`config.mk`:
```
export PLATFORM = sky130hd
export DESIGN_NAME = flash_erase_suspend_control
export DESIGN_NICKNAME = d
export VERILOG_FILES = /design/src/fesc_pkg.sv /design/src/flash_erase_suspend_control.sv
export VERILOG_INCLUDE_DIRS = /design/src /design/src/src
export SDC_FILE = /design/constraint.sdc
export NUM_CORES = 1
export LEC_CHECK = 0
export BUFFER_PORTS_ARGS = -buffer_cell sky130_fd_sc_hd__buf_2
export CAP_MARGIN = 20
export CELL_PAD_IN_SITES_DETAIL_PLACEMENT = 0
export CELL_PAD_IN_SITES_GLOBAL_PLACEMENT = 1
export CORE_ASPECT_RATIO = 0.7
export CORE_MARGIN = 2
export CORE_UTILIZATION = 46
export CTS_BUF_LIST = sky130_fd_sc_hd__clkbuf_4
export CTS_CLUSTER_SIZE = 28
export DETAILED_ROUTE_END_ITERATION = 8
export PLACE_DENSITY = 0.86
export SYNTH_ARGS = -nofsm -noshare
export SYNTH_HDL_FRONTEND = slang
export SYNTH_SLANG_ARGS = --single-unit
```
`constraint.sdc`:
```
create_clock -name clk -period 4.4 [get_ports clk]
set_input_delay 0.88 -clock clk [delete_from_list [all_inputs] [get_ports clk]]
set_output_delay 0.88 -clock clk [all_outputs]
set_load 0.1 [all_outputs]
```
`src/fesc_regs.svh`:
```
`ifndef FESC_REGS_SVH
`define FESC_REGS_SVH

// -------------------------------------------------------------
// register map (byte offsets on the apb side)
// -------------------------------------------------------------
`define FESC_OFS_CTRL 8'h00
`define FESC_OFS_ADDR 8'h04
`define FESC_OFS_CMD 8'h08
`define FESC_OFS_STATUS 8'h0c
`define FESC_OFS_RDATA 8'h10

// ctrl and status fields
`define FESC_CTRL_HOLD_RST 0
`define FESC_STAT_BUSY 0
`define FESC_STAT_RDYBSY 1
`define FESC_STAT_REFUSED 2
`define FESC_STAT_GAPWAIT 3
`define FESC_STAT_ERSUSP 4
`define FESC_STAT_PGSUSP 5

// -------------------------------------------------------------
// flash command words, kept configurable
// -------------------------------------------------------------
`define FESC_UNLOCK_ADDR1 21'h000555
`define FESC_UNLOCK_ADDR2 21'h0002aa
`define FESC_UNLOCK_DATA1 16'h00aa
`define FESC_UNLOCK_DATA2 16'h0055
`define FESC_CFG_DATA 16'h0080
`define FESC_SECTOR_ERASE_DATA 16'h0030
`define FESC_CHIP_ERASE_DATA 16'h0010
`define FESC_ERASE_SUSPEND_DATA 16'h00b0
`define FESC_ERASE_RESUME_DATA 16'h0030
`define FESC_PROG_SUSPEND_DATA 16'h0051
`define FESC_PROG_RESUME_DATA 16'h0050
`define FESC_RESET_DATA 16'h00f0

// -------------------------------------------------------------
// timing
// -------------------------------------------------------------
`define FESC_CLK_MHZ 25
`define FESC_CLK_NS 40
`define FESC_ERASE_GAP_US 400
`define FESC_PROG_GAP_US 5
`define FESC_WE_PULSE_NS 80
`define FESC_OE_PULSE_NS 100
`define FESC_SYNC_STAGES 2
`define FESC_SEQ_LAST_ERASE 3'h5
`define FESC_SEQ_LAST_ONE 3'h0

`endif

```
`src/fesc_pkg.sv`:
```
package fesc_pkg;

  typedef enum logic [2:0] {
    OP_POLL = 3'b000,
    OP_SECTOR = 3'b001,
    OP_CHIP = 3'b010,
    OP_ESUS = 3'b011,
    OP_ERES = 3'b100,
    OP_PSUS = 3'b101,
    OP_PRES = 3'b110,
    OP_RST = 3'b111
  } fesc_op_e;

  typedef enum logic [2:0] {
    S_IDLE = 3'b000,
    S_GAP = 3'b001,
    S_WSET = 3'b010,
    S_WLOW = 3'b011,
    S_WREC = 3'b100,
    S_RLOW = 3'b101
  } fesc_state_e;

  typedef struct packed {
    logic [20:0] addr;
    logic [15:0] dqOut;
    logic dqOe;
    logic ceN;
    logic oeN;
    logic weN;
    logic resetN;
  } fesc_pins_s;

  typedef struct packed {
    logic [20:0] addr;
    logic [15:0] data;
  } fesc_cyc_s;

endpackage

```
`src/flash_erase_suspend_control.sv`:
```
// Overview of operation
// - sector erase is six writes: unlock, unlock, config, unlock, unlock, erase
// - chip erase is six writes with chip erase command last
// - host waits 400us after erase resume before next erase suspend
// - after program suspend, resume before any further program
// - program resume only when suspended; host waits 5us before suspend
// - after erase failure host must write reset command
//
// Added by the designer: the APB slave port and the placing of the registers.
`timescale 1ns/1ps
`default_nettype none
`include "fesc_regs.svh"

module flash_erase_suspend_control #(
  parameter int unsigned ERASE_GAP_CYC =
    `FESC_ERASE_GAP_US * `FESC_CLK_MHZ
) (
  input wire logic clk,
  input wire logic rst_n,
  input wire logic psel,
  input wire logic penable,
  input wire logic pwrite,
  input wire logic [7:0] paddr,
  input wire logic [31:0] pwdata,
  output logic [31:0] prdata,
  output logic pready,
  output logic pslverr,
  output fesc_pkg::fesc_pins_s flash,
  input wire logic [15:0] dqIn,
  input wire logic readyBusyN
);

  localparam logic [13:0] PROG_GAP_CYC =
    14'(`FESC_PROG_GAP_US * `FESC_CLK_MHZ);
  localparam logic [13:0] ERASE_GAP = 14'(ERASE_GAP_CYC);
  localparam logic [3:0] WE_CYC =
    4'((`FESC_WE_PULSE_NS + `FESC_CLK_NS - 1) / `FESC_CLK_NS);
  // read strobe stretched so the synchronised bus settles before capture
  localparam logic [3:0] RD_CYC =
    4'((`FESC_OE_PULSE_NS + `FESC_CLK_NS - 1) / `FESC_CLK_NS
       + `FESC_SYNC_STAGES);

  // -------------------------------------------------------------
  // pin synchronisers
  // -------------------------------------------------------------
  logic [16:0] syncA_r;
  logic [16:0] syncB_r;

  always_ff @(posedge clk or negedge rst_n) begin
    if (!rst_n) begin
      syncA_r <= 17'h1ffff;
      syncB_r <= 17'h1ffff;
    end else begin
      syncA_r <= {readyBusyN, dqIn};
      syncB_r <= syncA_r;
    end
  end

  // -------------------------------------------------------------
  // state
  // -------------------------------------------------------------
  fesc_pkg::fesc_state_e state_r, state_nxt;
  fesc_pkg::fesc_op_e op_r, op_nxt;
  fesc_pkg::fesc_pins_s pins_nxt;
  fesc_pkg::fesc_cyc_s cyc;
  logic [2:0] idx_r, idx_nxt;
  logic [3:0] cnt_r, cnt_nxt;
  logic [13:0] eraseGap_r, progGap_r;
  logic [15:0] rdData_r;
  logic [20:0] addr_r;
  logic holdReset_r, refused_r, eraseSusp_r, progSusp_r;
  logic [31:0] prdata_r;
  logic pslverr_r;

  // -------------------------------------------------------------
  // apb decode
  // -------------------------------------------------------------
  wire setupPh = psel & ~penable;
  wire accessPh = psel & penable;
  wire hitCtrl = paddr == `FESC_OFS_CTRL;
  wire hitAddr = paddr == `FESC_OFS_ADDR;
  wire hitCmd = paddr == `FESC_OFS_CMD;
  wire hitStat = paddr == `FESC_OFS_STATUS;
  wire hitRdata = paddr == `FESC_OFS_RDATA;
  wire mapped = hitCtrl | hitAddr | hitCmd | hitStat | hitRdata;
  wire wrEn = accessPh & pwrite & mapped;
  wire cmdWr = wrEn & hitCmd;
  wire clrRefused = wrEn & hitStat & pwdata[`FESC_STAT_REFUSED];
  wire [2:0] reqOp = pwdata[2:0];
  wire reqErase = reqOp == fesc_pkg::OP_SECTOR || reqOp == fesc_pkg::OP_CHIP;
  wire badOp = (reqOp == fesc_pkg::OP_PSUS && progSusp_r)
    | (reqOp == fesc_pkg::OP_PRES && !progSusp_r)
    | (reqOp == fesc_pkg::OP_ERES && !eraseSusp_r)
    | (reqErase && eraseSusp_r);
  wire accept = cmdWr & (state_r == fesc_pkg::S_IDLE) & ~holdReset_r & ~badOp;
  wire busy = state_r != fesc_pkg::S_IDLE;
  wire isErase = op_r == fesc_pkg::OP_SECTOR || op_r == fesc_pkg::OP_CHIP;
  wire [2:0] lastIdx = isErase ? `FESC_SEQ_LAST_ERASE : `FESC_SEQ_LAST_ONE;
  wire needGap = (op_r == fesc_pkg::OP_ESUS && eraseGap_r != 14'h0000)
    | (op_r == fesc_pkg::OP_PSUS && progGap_r != 14'h0000);
  wire seqDone = state_r == fesc_pkg::S_WREC && idx_r == lastIdx;

  wire [31:0] statWord = {26'h0000000, progSusp_r, eraseSusp_r,
    state_r == fesc_pkg::S_GAP, refused_r, syncB_r[16], busy};
  wire [31:0] rdMux = hitCtrl ? {31'h00000000, holdReset_r}
    : hitAddr ? {11'h000, addr_r}
    : hitStat ? statWord
    : hitRdata ? {16'h0000, rdData_r} : 32'h00000000;

  assign pready = 1'b1;
  assign prdata = prdata_r;
  assign pslverr = pslverr_r;

  // -------------------------------------------------------------
  // bus cycle word for the current step of the sequence
  // -------------------------------------------------------------
  function automatic fesc_pkg::fesc_cyc_s seqWord(
    input fesc_pkg::fesc_op_e op,
    input logic [2:0] idx,
    input logic [20:0] tgt
  );
    fesc_pkg::fesc_cyc_s w;
    w.addr = `FESC_UNLOCK_ADDR1;
    w.data = `FESC_UNLOCK_DATA1;
    case (op)
      fesc_pkg::OP_SECTOR, fesc_pkg::OP_CHIP: begin
        case (idx)
          3'h1, 3'h4: begin
            w.addr = `FESC_UNLOCK_ADDR2;
            w.data = `FESC_UNLOCK_DATA2;
          end
          3'h2: w.data = `FESC_CFG_DATA;
          3'h5: begin
            if (op == fesc_pkg::OP_SECTOR) begin
              w.addr = tgt;
              w.data = `FESC_SECTOR_ERASE_DATA;
            end else begin
              w.data = `FESC_CHIP_ERASE_DATA;
            end
          end
          default: w.data = `FESC_UNLOCK_DATA1;
        endcase
      end
      fesc_pkg::OP_ESUS: w.data = `FESC_ERASE_SUSPEND_DATA;
      fesc_pkg::OP_ERES: w.data = `FESC_ERASE_RESUME_DATA;
      fesc_pkg::OP_PSUS: w.data = `FESC_PROG_SUSPEND_DATA;
      fesc_pkg::OP_PRES: w.data = `FESC_PROG_RESUME_DATA;
      fesc_pkg::OP_RST: w.data = `FESC_RESET_DATA;
      default: w.addr = tgt;
    endcase
    if (op != fesc_pkg::OP_SECTOR && op != fesc_pkg::OP_CHIP) begin
      w.addr = tgt;
    end
    return w;
  endfunction

  assign cyc = seqWord(op_r, idx_nxt, addr_r);

  // -------------------------------------------------------------
  // sequencer
  // -------------------------------------------------------------
  always_comb begin
    state_nxt = state_r;
    op_nxt = op_r;
    idx_nxt = idx_r;
    cnt_nxt = cnt_r;
    case (state_r)
      fesc_pkg::S_IDLE: begin
        if (accept) begin
          op_nxt = fesc_pkg::fesc_op_e'(reqOp);
          idx_nxt = 3'h0;
          state_nxt = fesc_pkg::S_GAP;
        end
      end
      fesc_pkg::S_GAP: begin
        if (!needGap) begin
          if (op_r == fesc_pkg::OP_POLL) begin
            cnt_nxt = RD_CYC;
            state_nxt = fesc_pkg::S_RLOW;
          end else begin
            state_nxt = fesc_pkg::S_WSET;
          end
        end
      end
      fesc_pkg::S_WSET: begin
        cnt_nxt = WE_CYC;
        state_nxt = fesc_pkg::S_WLOW;
      end
      fesc_pkg::S_WLOW: begin
        cnt_nxt = cnt_r - 4'h1;
        if (cnt_r == 4'h1) begin
          state_nxt = fesc_pkg::S_WREC;
        end
      end
      fesc_pkg::S_WREC: begin
        if (idx_r == lastIdx) begin
          state_nxt = fesc_pkg::S_IDLE;
        end else begin
          idx_nxt = idx_r + 3'h1;
          state_nxt = fesc_pkg::S_WSET;
        end
      end
      fesc_pkg::S_RLOW: begin
        cnt_nxt = cnt_r - 4'h1;
        if (cnt_r == 4'h1) begin
          state_nxt = fesc_pkg::S_IDLE;
        end
      end
      default: state_nxt = fesc_pkg::S_IDLE;
    endcase
  end

  // strobes are registered so the pins never glitch between states
  always_comb begin
    pins_nxt = flash;
    pins_nxt.resetN = ~holdReset_r;
    pins_nxt.ceN = state_nxt == fesc_pkg::S_IDLE || state_nxt == fesc_pkg::S_GAP;
    pins_nxt.oeN = state_nxt != fesc_pkg::S_RLOW;
    pins_nxt.weN = state_nxt != fesc_pkg::S_WLOW;
    pins_nxt.dqOe = state_nxt == fesc_pkg::S_WSET
      || state_nxt == fesc_pkg::S_WLOW || state_nxt == fesc_pkg::S_WREC;
    if (state_nxt == fesc_pkg::S_WSET && state_r != fesc_pkg::S_WSET) begin
      pins_nxt.addr = cyc.addr;
      pins_nxt.dqOut = cyc.data;
    end else if (state_nxt == fesc_pkg::S_RLOW && state_r == fesc_pkg::S_GAP) begin
      pins_nxt.addr = addr_r;
    end
  end

  always_ff @(posedge clk or negedge rst_n) begin
    if (!rst_n) begin
      state_r <= fesc_pkg::S_IDLE;
      op_r <= fesc_pkg::OP_POLL;
      idx_r <= 3'h0;
      cnt_r <= 4'h0;
      flash <= '{addr: 21'h000000, dqOut: 16'h0000, dqOe: 1'b0,
        ceN: 1'b1, oeN: 1'b1, weN: 1'b1, resetN: 1'b1};
    end else begin
      state_r <= state_nxt;
      op_r <= op_nxt;
      idx_r <= idx_nxt;
      cnt_r <= cnt_nxt;
      flash <= pins_nxt;
    end
  end

  // -------------------------------------------------------------
  // spacing timers and suspend bookkeeping
  // -------------------------------------------------------------
  always_ff @(posedge clk or negedge rst_n) begin
    if (!rst_n) begin
      eraseGap_r <= 14'h0000;
      progGap_r <= 14'h0000;
      eraseSusp_r <= 1'b0;
      progSusp_r <= 1'b0;
    end else begin
      if (seqDone && op_r == fesc_pkg::OP_ERES) begin
        eraseGap_r <= ERASE_GAP;
      end else if (eraseGap_r != 14'h0000) begin
        eraseGap_r <= eraseGap_r - 14'h0001;
      end
      if (seqDone && op_r == fesc_pkg::OP_PRES) begin
        progGap_r <= PROG_GAP_CYC;
      end else if (progGap_r != 14'h0000) begin
        progGap_r <= progGap_r - 14'h0001;
      end
      // a hardware or command reset drops both suspended states
      if (holdReset_r || (seqDone && op_r == fesc_pkg::OP_RST)) begin
        eraseSusp_r <= 1'b0;
        progSusp_r <= 1'b0;
      end else if (seqDone) begin
        if (op_r == fesc_pkg::OP_ESUS) eraseSusp_r <= 1'b1;
        if (op_r == fesc_pkg::OP_ERES) eraseSusp_r <= 1'b0;
        if (op_r == fesc_pkg::OP_PSUS) progSusp_r <= 1'b1;
        if (op_r == fesc_pkg::OP_PRES) progSusp_r <= 1'b0;
      end
    end
  end

  // -------------------------------------------------------------
  // software registers
  // -------------------------------------------------------------
  always_ff @(posedge clk or negedge rst_n) begin
    if (!rst_n) begin
      holdReset_r <= 1'b0;
      addr_r <= 21'h000000;
      refused_r <= 1'b0;
      rdData_r <= 16'h0000;
      prdata_r <= 32'h00000000;
      pslverr_r <= 1'b0;
    end else begin
      if (wrEn && hitCtrl) holdReset_r <= pwdata[`FESC_CTRL_HOLD_RST];
      if (wrEn && hitAddr) addr_r <= pwdata[20:0];
      // a refusal in the same cycle as its clear is kept
      if (cmdWr && !accept) refused_r <= 1'b1;
      else if (clrRefused) refused_r <= 1'b0;
      if (state_r == fesc_pkg::S_RLOW && cnt_r == 4'h1) rdData_r <= syncB_r[15:0];
      if (setupPh) begin
        prdata_r <= pwrite ? 32'h00000000 : rdMux;
        pslverr_r <= ~mapped;
      end
    end
  end

  // -------------------------------------------------------------
  // checks
  // -------------------------------------------------------------
  logic [2:0] weCount_r;

  always_ff @(posedge clk or negedge rst_n) begin
    if (!rst_n) weCount_r <= 3'h0;
    else if (accept) weCount_r <= 3'h0;
    else if (state_r == fesc_pkg::S_WLOW && state_nxt == fesc_pkg::S_WREC)
      weCount_r <= weCount_r + 3'h1;
  end

  a_erase_six_writes: assert property (@(posedge clk) disable iff (!rst_n)
    (seqDone && op_r == fesc_pkg::OP_SECTOR) |-> weCount_r == 3'h6
      && flash.dqOut == `FESC_SECTOR_ERASE_DATA && flash.addr == addr_r)
    else $error("sector erase not six writes ending in erase command");
  a_chip_six_writes: assert property (@(posedge clk) disable iff (!rst_n)
    (seqDone && op_r == fesc_pkg::OP_CHIP) |-> weCount_r == 3'h6
      && flash.dqOut == `FESC_CHIP_ERASE_DATA)
    else $error("chip erase not six writes ending in chip command");
  a_erase_sus_gap: assert property (@(posedge clk) disable iff (!rst_n)
    (state_r == fesc_pkg::S_WSET && op_r == fesc_pkg::OP_ESUS)
      |-> eraseGap_r == 14'h0000)
    else $error("erase suspend too soon after resume");
  a_resume_load_gap: assert property (@(posedge clk) disable iff (!rst_n)
    (seqDone && op_r == fesc_pkg::OP_ERES) |=> eraseGap_r == ERASE_GAP)
    else $error("erase gap timer not loaded");
  a_prog_sus_gap: assert property (@(posedge clk) disable iff (!rst_n)
    (state_r == fesc_pkg::S_WSET && op_r == fesc_pkg::OP_PSUS)
      |-> progGap_r == 14'h0000)
    else $error("program suspend too soon after resume");
  a_prog_resume_only: assert property (@(posedge clk) disable iff (!rst_n)
    (accept && reqOp == fesc_pkg::OP_PRES) |-> progSusp_r)
    else $error("program resume sent while not suspended");
  a_reset_cmd_word: assert property (@(posedge clk) disable iff (!rst_n)
    (!flash.weN && op_r == fesc_pkg::OP_RST) |-> flash.dqOut == `FESC_RESET_DATA)
    else $error("reset command word wrong");
  a_write_strobe_ok: assert property (@(posedge clk) disable iff (!rst_n)
    !flash.weN |-> !flash.ceN && flash.oeN && flash.dqOe ##1 flash.dqOe)
    else $error("write strobe without chip enable or data drive");
  a_read_strobe_len: assert property (@(posedge clk) disable iff (!rst_n)
    $fell(flash.oeN) |-> (!flash.oeN && !flash.dqOe) [*5] ##1 flash.oeN)
    else $error("read strobe length wrong");

endmodule
`default_nettype wire

```
== Yosys cells after proc, flatten, opt, wreduce, memory -nomap -nowiden ==
Index checks and enable logic that the tools add are counted.

* Input port bits: 62
* Flip-flop bits (word level): 191
* Logic and storage cells: 179

* Reductions and logical operators: 49
* Equality and inequality tests: 39
* Bitwise operators: 22
* Muxes and demuxes: 42
* Add/subtract/negate cells: 4

{| class="wikitable"
|+ Operators by type and width
! cell !! count
|-
| $mux 21 || 7
|-
| $pmux 16 s6 || 1
|-
| $pmux 21 s2 || 2
|-
| $mux 14 || 4
|-
| $eq 3x3->1 const B || 13
|-
| $mux 16 || 2
|-
| $reduce_bool 14->1 || 2
|-
| $sub 14x1->14 const B || 2
|-
| $eq 3x2->1 const B || 8
|-
| $mux 3 || 8
|-
| $pmux 8 s3 || 1
|-
| $pmux 3 s6 || 1
|-
| $logic_and 1x1->1 || 17
|-
| $eq 8x4->1 const B || 2
|-
| $eq 3x1->1 const B || 5
|-
| $pmux 4 s3 || 1
|-
| $reduce_bool 3->1 || 4
|-
| $and 1x1->1 || 10
|-
| $mux 1 || 10
|-
| $reduce_bool 2->1 || 5
|-
| $logic_not 3->1 || 3
|-
| $ne 3x2->1 const B || 3
|-
| $eq 8x3->1 const B || 1
|-
| $eq 8x5->1 const B || 1
|-
| other kinds (21) || 43
|}

== Depth between registers and ports, before layout ==
Gate-level depths: netlist of the first run.

* Word-level depth: 18
* Depth in mapped cells: 12

== Worst setup path after synthesis of the first run ==
No wires, ideal clock.

* Path kind: in2reg
* Start point: input port paddr[7]
* End point: register flash[32] in the netlist's numbering
* Setup slack: 0.837 ns
* Setup time: 0.122 ns
* Arrival time: 3.441 ns
* Stages: 10
* Path through: or4_1 > nor4_1 > or4b_1 > buf_2 > and4_1 > a311o_1 > and2_4 > buf_6 > buf_6 > a22o_1

* Word-level cells in the longest chain between the ends: 18
* Elaborated cells between the ends (all ways): 31
* Classes of those cells: 9 x eq/ne; 8 x mux; 9 x bitwise; 5 x reduce/logical

{| class="wikitable"
|+ Ends and longest elaborated chain
! what !! RTL line !! text
|-
| from (decl) || flash_erase_suspend_control.sv:23 || <nowiki>input wire logic [7:0] paddr,</nowiki>
|-
| $eq 8x3->1 (no line) / $logic_not 8->1 (equally long branches) || - ||
|-
| $or 1x1->1 (4 in series) || flash_erase_suspend_control.sv:85 || <nowiki>wire mapped = hitCtrl | hitAddr | hitCmd | hitStat | hitRdata;</nowiki>
|-
| $and 1x1->1 || flash_erase_suspend_control.sv:86 || <nowiki>wire wrEn = accessPh & pwrite & mapped;</nowiki>
|-
| $and 1x1->1 * || flash_erase_suspend_control.sv:87 || <nowiki>wire cmdWr = wrEn & hitCmd;</nowiki>
|-
| $and 1x1->1 * (3 in series) || flash_erase_suspend_control.sv:95 || <nowiki>wire accept = cmdWr & (state_r == fesc_pkg::S_IDLE) & ~holdReset_r & ~badOp;</nowiki>
|-
| $mux 3 || flash_erase_suspend_control.sv:169 || <nowiki>if (accept) begin</nowiki>
|-
| $pmux 3 s2 || flash_erase_suspend_control.sv:167 || <nowiki>case (state_r)</nowiki>
|-
| $eq 3x1->1 / $eq 3x3->1 (equally long branches) || flash_erase_suspend_control.sv:127 || <nowiki>case (idx)</nowiki>
|-
| $reduce_or 2->1 || flash_erase_suspend_control.sv:127 ||
|-
| $pmux 21 s2 || flash_erase_suspend_control.sv:127 ||
|-
| $pmux 21 s2 || flash_erase_suspend_control.sv:125 || <nowiki>case (op)</nowiki>
|-
| $mux 21 || flash_erase_suspend_control.sv:151 || <nowiki>if (op != fesc_pkg::OP_SECTOR && op != fesc_pkg::OP_CHIP) begin</nowiki>
|-
| $mux 21 || flash_erase_suspend_control.sv:222 || <nowiki>if (state_nxt == fesc_pkg::S_WSET && state_r != fesc_pkg::S_WSET) begin</nowiki>
|-
| to (signal assigned) || flash_erase_suspend_control.sv:236 || <nowiki>flash <= '{addr: 21'h000000, dqOut: 16'h0000, dqOe: 1'b0,</nowiki>
|-
| to (signal assigned) || flash_erase_suspend_control.sv:243 || <nowiki>flash <= pins_nxt;</nowiki>
|-
| to (decl) || flash_erase_suspend_control.sv:28 || <nowiki>output fesc_pkg::fesc_pins_s flash,</nowiki>
|}

Mark *: on every way between the ends. The rest lies on a longest branch, timed or not.
A chain may end at the register's enable or synchronous reset.

== Worst setup path after layout of the first run ==
* Start point: register progGap_r[0]
* End point: register flash[30] in the netlist's numbering

* Word-level cells in the longest chain between the ends: 8
* Elaborated cells between the ends (all ways): 11
* Classes of those cells: 2 x eq/ne; 3 x mux; 1 x bitwise; 5 x reduce/logical

{| class="wikitable"
|+ Ends and longest elaborated chain
! what !! RTL line !! text
|-
| from (decl) || flash_erase_suspend_control.sv:68 || <nowiki>logic [13:0] eraseGap_r, progGap_r;</nowiki>
|-
| from (signal assigned) || flash_erase_suspend_control.sv:265 || <nowiki>progGap_r <= progGap_r - 14'h0001;</nowiki>
|-
| $reduce_bool 14->1 * || flash_erase_suspend_control.sv:100 || <nowiki>| (op_r == fesc_pkg::OP_PSUS && progGap_r != 14'h0000);</nowiki>
|-
| $logic_and 1x1->1 * || flash_erase_suspend_control.sv:100 ||
|-
| $or 1x1->1 * || flash_erase_suspend_control.sv:100 ||
|-
| $mux 3 * || flash_erase_suspend_control.sv:176 || <nowiki>if (!needGap) begin</nowiki>
|-
| $pmux 3 s6 * || flash_erase_suspend_control.sv:167 ||
|-
| $eq 3x2->1 / $eq 3x3->1 (equally long branches) || flash_erase_suspend_control.sv:222, flash_erase_suspend_control.sv:225 ||
|-
| $logic_and 1x1->1, on equally long branches || flash_erase_suspend_control.sv:222, flash_erase_suspend_control.sv:225 ||
|-
| $mux 21 / $reduce_bool 2->1 (equally long branches) || - ||
|}

Marked as above.

==> results of run 1 <==
## worst min-delay path by stage
stage / from / endpoint / depth (start not counted)
6_report: rst_n / state_r[1] / 1
5_1_grt: rst_n / state_r[1] / 1
4_1_cts: dqIn[5] / syncA_r[5] / 1
3_5_place_dp: syncA_r[1] / syncB_r[1] / 0
3_3_place_gp: syncA_r[1] / syncB_r[1] / 0
2_1_floorplan: syncA_r[0] / syncB_r[0] / 0
## report_power, final
part	total, W	switching [W]	leakage, nW	internal, W
logic	0.00173	0.00123	1.72	0.000500
registers	0.00220	0.000294	2.13	0.00191
clock network	0.000936	0.000659	0.167	0.000277
## critical path: cells and delay by family (launching register included)
| kind | cells | cell delay [ns] |
|---|---|---|
| DFF | 1 | 0.44 |
| AOI/OAI and AO/OA | 4 | 1.48 |
| and+or+nand+nor | 3 | 1.39 |
| adders and majority gates | 1 | 0.17 |
| buffers and inverters | 1 | 0.07 |
## synth_stat cells (all sizes together), types with 7 or more instances
cell type,count
nor3,23
a22oi,12
and2,7
nor2b,7
dfrtp,133
mux2,41
and3,7
clkbuf,25
a22o,20
dfstp,38
o21ai,19
buf,27
xnor2,14
nor2,45
nand2,68
a221o,8
nand3b,7
a21oi,19
nor4,9
inv,15
## cell families after synthesis
kind of cell    count (synthesis)  synth area share
simple gates                  213             0.144
compound gates                123             0.128
mux                            47            0.0698
flops                         171             0.579
other cells                     2           0.00101
buf+inv                        67            0.0466
fa+ha+maj                       5           0.00837
xor+xnor                       20            0.0234
## final cells by class
class                           count  area [µm²]
Antenna cell                        1        2.50
Clock buffer                       17         128
Multi-Input combinational cell    428        2880
Tap cell                          200         250
Clock inverter                     15         189
Fill cell                        1364        7230
Sequential cell                   171        4330
Timing Repair Buffer              114         629
Inverter                           15        56.3
## stage by stage
stage | std cells | hold WS [ns] | worst slack [ns] | power (W) | utilization
2_1_floorplan | 666 | 0.345 | 0.837 | 0.00361 | -
3_3_place_gp | 927 | 0.345 | 0.414 | 0.00388 | 0.517
3_5_place_dp | 927 | 0.347 | 0.325 | 0.00396 | 0.517
4_1_cts | 959 | 0.346 | 0.776 | 0.00489 | 0.537
5_1_grt | 961 | 0.135 | 0.593 | 0.00515 | 0.539
6_report | 961 | 0.161 | 0.764 | 0.00487 | 0.539
## flip-flops by register name, indices dropped and copies added (netlist names), 3 cells and up
signal / count
eraseGap_r: 14
op_r: 3
state_r: 3
flash: 33
prdata: 21
rdData_r: 16
cnt_r: 4
syncB_r: 17
addr_r: 21
progGap_r: 14
syncA_r: 17
idx_r: 3
## metal layers
layer,part of all wire,vias up
met1,0.49,2676
met5,0,-
met4,0.0081,0
li1,-,2487
met2,0.45,196
met3,0.057,14
==> run metrics, run 1 <==
end of the worst register-to-register path=flash[30]; run status=finished, final reports clean; via count=5373; unrepaired setup endpoints after global routing=no; delay of the slowest cell on the worst path=0.68 ns; Hold Path Class=in -> async; number of search-and-repair iterations in the first detailed-routing pass=5; maximum fanout along the worst path=19; GRT Resource Usage Total=0.203; Antenna Violating Nets Remaining=0; post-place instance area=8120 µm²; arrival time of data at the critical path endpoint=4.08 ns; number of design rule violations left after detail routing=0; post-route setup TNS=0 ns; Clk Latency, worst-skew pair=0.56 ns; count of flip-flops with a built-in enable after synthesis=0; required time reported for the critical path endpoint=4.85 ns; maximum clock frequency=275 MHz; number of nets in the layout=814; post-synthesis instance area=7470 µm²; fraction of met3 tracks used by global routing=0.0369; start of the worst register-to-register path=progGap_r[0]; clock period minus final worst setup slack=3.64 ns; hold violation total from the final report=0; post-route clock period utilization=0.826; full die area=17300 µm²; main area contributors after synthesis=dfrtp_1 (45%), dfstp_2 (13%), mux2_2 (6.2%); root buffer selected by CTS=clkbuf_4; YS warnings=0; share of flip-flops with an asynchronous set or reset=1.00; area overhead of the layout relative to synthesis=13.2%; cells along the critical path=inv_1 > ha_1 > or3b_2 > or4b_1 > a32oi_4 > a31oi_4 > a311o_1 > and2_4 > a221o_1; sink count of the clock tree=171; source of the critical timing path=progGap_r[0]; number of unique standard cell types used by synthesis=66; MaxCap Viol Count=0; clock-pin transition on the worst setup and hold timing paths=0.17 ns; instance count of the mapped netlist=648; first-pass GRT wire length=27900 µm; Setup Fix Bufs, Post-CTS=0; fraction of final layout cells with drive strength greater than 1=0.320; Resize count post-CTS=0; worst-margin pin slew=1.01 ns; Die Span X=156 µm; grt met1 use=0.302; ratio of total power to cell area=575 nW/µm²; summed area of non-filler cells in the final layout=8460 µm²; top library cells by usage in the layout, fill and taps aside=dfrtp_1 (133), buf_2 (105), nand2_1 (68), nor2_1 (45), mux2_2 (41); crit path capture type=register; R2R setup slack=0.76 ns; antenna violations before repair=1; Mapped Avg Cell Area=11.5 µm²; Post-DP HPWL=11900 µm; global placement routability congestion=0.869; library cell with the largest summed area after synthesis=dfrtp_1; WL per Instance=17.4 µm; Worst setup SP type=register; Setup crit end=flash[30]; total routed wirelength=16700 µm; number of port buffers=106; normalized max-slew margin=0.321; cell at the slowest stage of the critical path=or4b_1; total of hold buffers inserted after clock tree synthesis=0; largest vdd supply drop=0.000323 V; Core Footprint=15700 µm²; Top Ports=138; vias in the first global route=5272; number of buffers on the longest clock path=2; overall die height=111 µm; Vias per Instance=5.59; maximum number of pins on one net before global-route repair=126; top flip-flop cell by instance count after synthesis=dfrtp_1; Crit Path Category=reg -> reg; standard-cell rows=38; clock tree from TritonCTS=done; FF-to-FF path depth=9; number of buffers added by the clock tree synthesis step=17; gr busiest metal=met1; number of setup violations in the final report=0; most frequent standard cell in the layout excluding fill and tap cells=dfrtp_1; max-slew violation count=0; post-route clock skew=0.0287 ns; number of H-tree levels=4; total of flip-flops plus latches after synthesis=171; Iteration-0 DRC Markers=578; sum of overflow across all layers after global routing=0; initial standard-cell utilization of the core=0.476; met2 demand-to-capacity share in global routing=0.302; sequential fraction of the synthesis area=0.579; reported leakage power=4.01 nW; fraction of post-synthesis cell area in the top cell type by area=0.445
No activity file was read; power rests on OpenSTA's default activity.
==> run 2: changes to the inputs <==
--- a/config.mk
+++ b/config.mk
@@ -12,11 +12,11 @@
 export CELL_PAD_IN_SITES_GLOBAL_PLACEMENT = 1
 export CORE_ASPECT_RATIO = 0.7
 export CORE_MARGIN = 2
-export CORE_UTILIZATION = 46
+export CORE_UTILIZATION = 41
 export CTS_BUF_LIST = sky130_fd_sc_hd__clkbuf_4
 export CTS_CLUSTER_SIZE = 28
 export DETAILED_ROUTE_END_ITERATION = 8
-export PLACE_DENSITY = 0.86
+export PLACE_DENSITY = 0.81
 export SYNTH_ARGS = -nofsm -noshare
 export SYNTH_HDL_FRONTEND = slang
 export SYNTH_SLANG_ARGS = --single-unit
==> constraint.sdc (replaced) <==
create_clock -name clk -period 3.3 [get_ports clk]
set_input_delay 0.66 -clock clk [delete_from_list [all_inputs] [get_ports clk]]
set_output_delay 0.66 -clock clk [all_outputs]
set_load 0.1 [all_outputs]
==> run metrics, run 2 (synthesis results as in run 1) <==
Crit Path Category=reg -> reg; number of buffers on the longest clock path=2; end of the worst register-to-register path=flash[40]; Antenna Violating Nets Remaining=0; sum of overflow across all layers after global routing=0; post-route clock period utilization=0.968; number of flip-flops under the largest register name=33; clock-pin transition on the worst setup and hold timing paths=0.17 ns; arrival time of data at the critical path endpoint=3.65 ns; number of buffers added by the clock tree synthesis step=17; Reg with most FFs=flash; Clock power frac=0.180; max-slew violation count=0; clock tree from TritonCTS=done; top library cells by usage in the layout, fill and taps aside=dfrtp_1 (133), buf_2 (105), nand2_1 (68), nor2_1 (45), mux2_2 (41); Antenna diodes=0; worst slack at placement=-0.125 ns; Clk Latency, worst-skew pair=0.55 ns; Vias per Instance=5.35; Int Power=0.00363 W; largest vdd supply drop=0.000719 V; Post-DP HPWL=13000 µm; P_sw=0.00291 W; initial standard-cell utilization of the core=0.416; start of the worst register-to-register path=progGap_r[0]; crit path capture type=register; full die area=19300 µm²; ratio of total power to cell area=755 nW/µm²; fraction of final layout cells with drive strength greater than 1=0.340; final setup margin=0.105 ns; root buffer selected by CTS=clkbuf_4; required time reported for the critical path endpoint=3.75 ns; sink count of the clock tree=171; FF-to-FF path depth=10; combinational share of power=0.377; hold violation total from the final report=0; post-route clock skew=0.0284 ns; total of hold buffers inserted after clock tree synthesis=0; Core Footprint=18000 µm²; vias in the first global route=5208; reported leakage power=4.10 nW; most frequent standard cell in the layout excluding fill and tap cells=dfrtp_1; MaxCap Viol Count=0; R2R setup slack=0.10 ns; Worst setup SP type=register; Hold Path Class=in -> async; GRT Resource Usage Total=0.187; Top Ports=138; number of design rule violations left after detail routing=0; Iteration-0 DRC Markers=470; relative contribution of sequential cells to total power=0.443; area overhead of the layout relative to synthesis=15.8%; total routed wirelength=17700 µm; post-place instance area=8350 µm²; summed area of non-filler cells in the final layout=8650 µm²; worst-margin pin slew=0.697 ns; global placement routability congestion=0.867; number of port buffers=106; first-pass GRT wire length=27900 µm; maximum fanout along the worst path=10; Die Span X=165 µm; number of nets in the layout=836; via count=5451; antenna violations before repair=1; number of H-tree levels=4; normalized max-slew margin=0.529; standard-cell rows=41; Resize count post-CTS=0; overall die height=117 µm; WL per Instance=17.4 µm; clock period minus final worst setup slack=3.20 ns; maximum clock frequency=313 MHz; number of search-and-repair iterations in the first detailed-routing pass=5; number of setup violations in the final report=0; unrepaired setup endpoints after global routing=no; run status=finished, final reports clean; switching part of the total=0.445; maximum number of pins on one net before global-route repair=72
==> run 2: cell types whose count changed in the layout (fill, tap and decap cells not counted), sizes merged <==
cell / change
diode: -1
buf: +22
clkinvlp: +2
inv: -2
==> run 2: layer usage <==
layer  global-route usage  part of all wire  vias up
li1                     -                 -     2536
met1                0.285              0.50     2752
met2                0.278              0.44      149
met3               0.0356             0.050       14
met4               0.0437            0.0083        0
met5                    0                 0        -
==> run 2: stage by stage <==
stage               power, W  std cells  TNS (ns)  hold WS [ns]  utilization
floorplan            0.00481        666         0         0.345            -
global placement     0.00529        984     -1.22         0.346        0.465
global route         0.00690       1018         0        0.0947        0.482
CTS                  0.00659       1016         0        0.0756        0.481
detailed placement   0.00539        984     -2.01         0.347        0.465
finish               0.00653       1018         0         0.106        0.482
==> run 2: cell type report <==
type | count | area (µm²)
Clock buffer | 17 | 128
Clock inverter | 15 | 156
Fill cell | 1621 | 9300
Inverter | 15 | 56.3
Multi-Input combinational cell | 428 | 2900
Sequential cell | 171 | 4330
Tap cell | 236 | 295
Timing Repair Buffer | 136 | 791
==> run 2: power by group through the flow <==
stage	logic, W	clock network (W)	registers [W]
global placement	0.00239	0	0.00290
floorplan	0.00122	0	0.00359
finish	0.00246	0.00118	0.00289
detailed placement	0.00246	0	0.00293
CTS	0.00247	0.00122	0.00289
global route	0.00264	0.00131	0.00296
==> run 2: how the worst max path moves through the flow <==
| stage | cells past startpoint | from | slack [ns] | endpoint |
|---|---|---|---|---|
| after detailed placement | 9 | paddr[7] | -0.13 | flash[39] |
| after floorplan | 10 | paddr[7] | 0.08 | flash[32] |
| after CTS | 9 | progGap_r[0] | 0.05 | flash[28] |
| after global placement | 8 | paddr[7] | -0.08 | flash[9] |
| final | 10 | progGap_r[0] | 0.10 | flash[40] |
| after global routing | 9 | progGap_r[0] | 0.01 | flash[28] |
==> run 2: timing repair <==
action | in CTS | in global routing
hold endpoints to repair | 0 | 0
setup buffers | 0 | 1
setup endpoints to repair | 0 | 15
==> run 2: worst max-delay path: stages, from the launching register on <==
cell	delay, ns
dfrtp_1	0.44
inv_1	0.07
ha_1	0.17
or3b_2	0.47
or4b_1	0.62
a32oi_4	0.31
a31oi_4	0.14
a311o_1	0.37
and2_4	0.18
buf_12	0.14
a22o_1	0.17
==> run 3: changes to the inputs <==
==> constraint.sdc (replaced) <==
create_clock -name clk -period 2.76 [get_ports clk]
set_input_delay 0.552 -clock clk [delete_from_list [all_inputs] [get_ports clk]]
set_output_delay 0.552 -clock clk [all_outputs]
set_load 0.1 [all_outputs]
==> run metrics, run 3 (synthesis results as in run 1) <==
run status=finished, violations left; met2 demand-to-capacity share in global routing=0.276; clock period minus final worst setup slack=2.90 ns; unrepaired setup endpoints after global routing=yes; GRT Resource Usage Total=0.189; ratio of total power to cell area=902 nW/µm²; fraction of met3 tracks used by global routing=0.0447; Hold Path Class=in -> reg; MaxCap Viol Count=0; clock-pin transition on the worst setup and hold timing paths=0.15 ns; failing checks=setup timing; max-slew violation count=0; initial standard-cell utilization of the core=0.416; maximum clock frequency=344 MHz; global placement routability congestion=0.837; area overhead of the layout relative to synthesis=23.2%; vias in the first global route=5356; sum of overflow across all layers after global routing=0; clock tree from TritonCTS=done; Crit Path Category=reg -> reg; number of flip-flops under the largest register name=33; reported leakage power=4.38 nW; number of buffer and inverter instances along the worst setup path=2; crit path capture type=register; full die area=19300 µm²; arrival time of data at the critical path endpoint=3.39 ns; number of port buffers=106; hold violation total from the final report=0; number of H-tree levels=4; largest vdd supply drop=0.000912 V; cells along the critical path=inv_1 > ha_2 > or3b_4 > or4b_4 > a32oi_4 > a31oi_4 > a311o_1 > and2_4 > buf_12 > a22o_1; normalized max-slew margin=0.288; post-route clock skew=0.0182 ns; total power consumption of the routed design=0.00831 W; Cell Count Post-Placement=1016; standard-cell rows=41; grt met1 use=0.280; number of design rule violations left after detail routing=0; most frequent standard cell in the layout excluding fill and tap cells=dfrtp_1; Antenna Violating Nets Remaining=0; cell type group with the largest total delay on the critical path=simple AND/OR/NAND/NOR gates; total routed wirelength=18100 µm; Iteration-0 DRC Markers=446; Die Span X=165 µm; final hold slack=0.0345 ns; Reg with most FFs=flash; filler instances=1571; Post-Layout Cell Count=1064; Core Footprint=18000 µm²; root buffer selected by CTS=clkbuf_4; first-pass GRT wire length=28100 µm; number of nets in the layout=880; overall die height=117 µm; Top Ports=138; final setup margin=-0.144 ns; Worst setup SP type=register; antenna violations before repair=2; number of buffers added by the clock tree synthesis step=17; Clk Latency, worst-skew pair=0.59 ns; maximum fanout along the worst path=10; number of setup violations in the final report=24; WL per Instance=17.0 µm; Vias per Instance=5.36; sink count of the clock tree=171; post-route clock period utilization=1.05; number of buffers on the longest clock path=2; cell at the slowest stage of the critical path=or4b_4; number of search-and-repair iterations in the first detailed-routing pass=5; top library cells by usage in the layout, fill and taps aside=dfrtp_1 (133), buf_2 (105), nand2_1 (66), buf_4 (62), nor2_1 (44); fraction of final layout cells with drive strength greater than 1=0.392; gr busiest metal=met1; via count=5698; required time reported for the critical path endpoint=3.25 ns; delay of the slowest cell on the worst path=0.56 ns; maximum number of pins on one net before global-route repair=63; Post-DP HPWL=13200 µm; worst-margin pin slew=1.06 ns
## run 3: cell count changes in the layout (fill, tap and decap cells not counted), moves of 3 or more
cell     previous run  this run
buf_12              2         5
buf_4              27        62
buf_6               2         5
o221a_2             6         0
o221a_4             0         6
## run 3: final timing paths
kind | to | depth (start not counted) | slack (ns) | from
min in group asynchronous | flash[4] | 2 | 0.46 | rst_n
setup reg to reg | flash[39] | 10 | -0.14 | progGap_r[1]
hold / removal | syncA_r[0] | 1 | 0.03 | dqIn[0]
max in group asynchronous | syncB_r[8] | 3 | 1.58 | rst_n
hold reg to reg | syncB_r[0] | 0 | 0.37 | syncA_r[0]
setup / recovery | flash[39] | 10 | -0.14 | progGap_r[1]
## run 3: worst reg2reg max path: stages, from the launching register on
cell     delay [ns]
dfrtp_1        0.41
inv_1          0.07
ha_2           0.19
or3b_4         0.38
or4b_4         0.56
a32oi_4        0.24
a31oi_4        0.13
a311o_1        0.32
and2_4         0.18
buf_12         0.14
a22o_1         0.18
## run 3: power breakdown
group	internal (W)	switching [W]
Sequential	0.00304	0.000385
Combinational	0.00127	0.00225
Clock	0.000404	0.000965
## run 3: stage by stage
step                      worst slack (ns)  TNS, ns  area, µm²  utilization
final                               -0.144    -2.43       9210        0.513
after global routing                -0.196    -3.96       9210        0.513
after CTS                          -0.0920    -1.46       8930        0.497
after detailed placement            -0.483   -16.26       8630        0.481
after global placement              -0.457   -14.56       8630        0.481
after floorplan                     -0.350    -6.56       7590            -
## run 3: area by class of cell
type	count	area, µm²	share of cell area
Antenna cell	2	5.00	0.000544
Clock buffer	18	135	0.0147
Clock inverter	14	131	0.0143
Inverter	15	56.3	0.00612
Multi-Input combinational cell	428	3070	0.334
Sequential cell	171	4330	0.470
Tap cell	236	295	0.0321
Timing Repair Buffer	180	1180	0.128
## run 3: what timing repair did
item	in CTS	in global routing
pin swaps	3	15
hold endpoints to repair	21	1
gates resized for setup	6	31
buffers inserted	1	11
setup endpoints to repair	25	28
hold buffers	1	1
## run 3: routing by layer
layer	wire, µm	part of all wire	vias up
li1	-	-	2631
met3	1210	0.067	27
met1	8670	0.48	2837
met2	7980	0.44	203
met4	261	0.014	0
met5	0	0	-
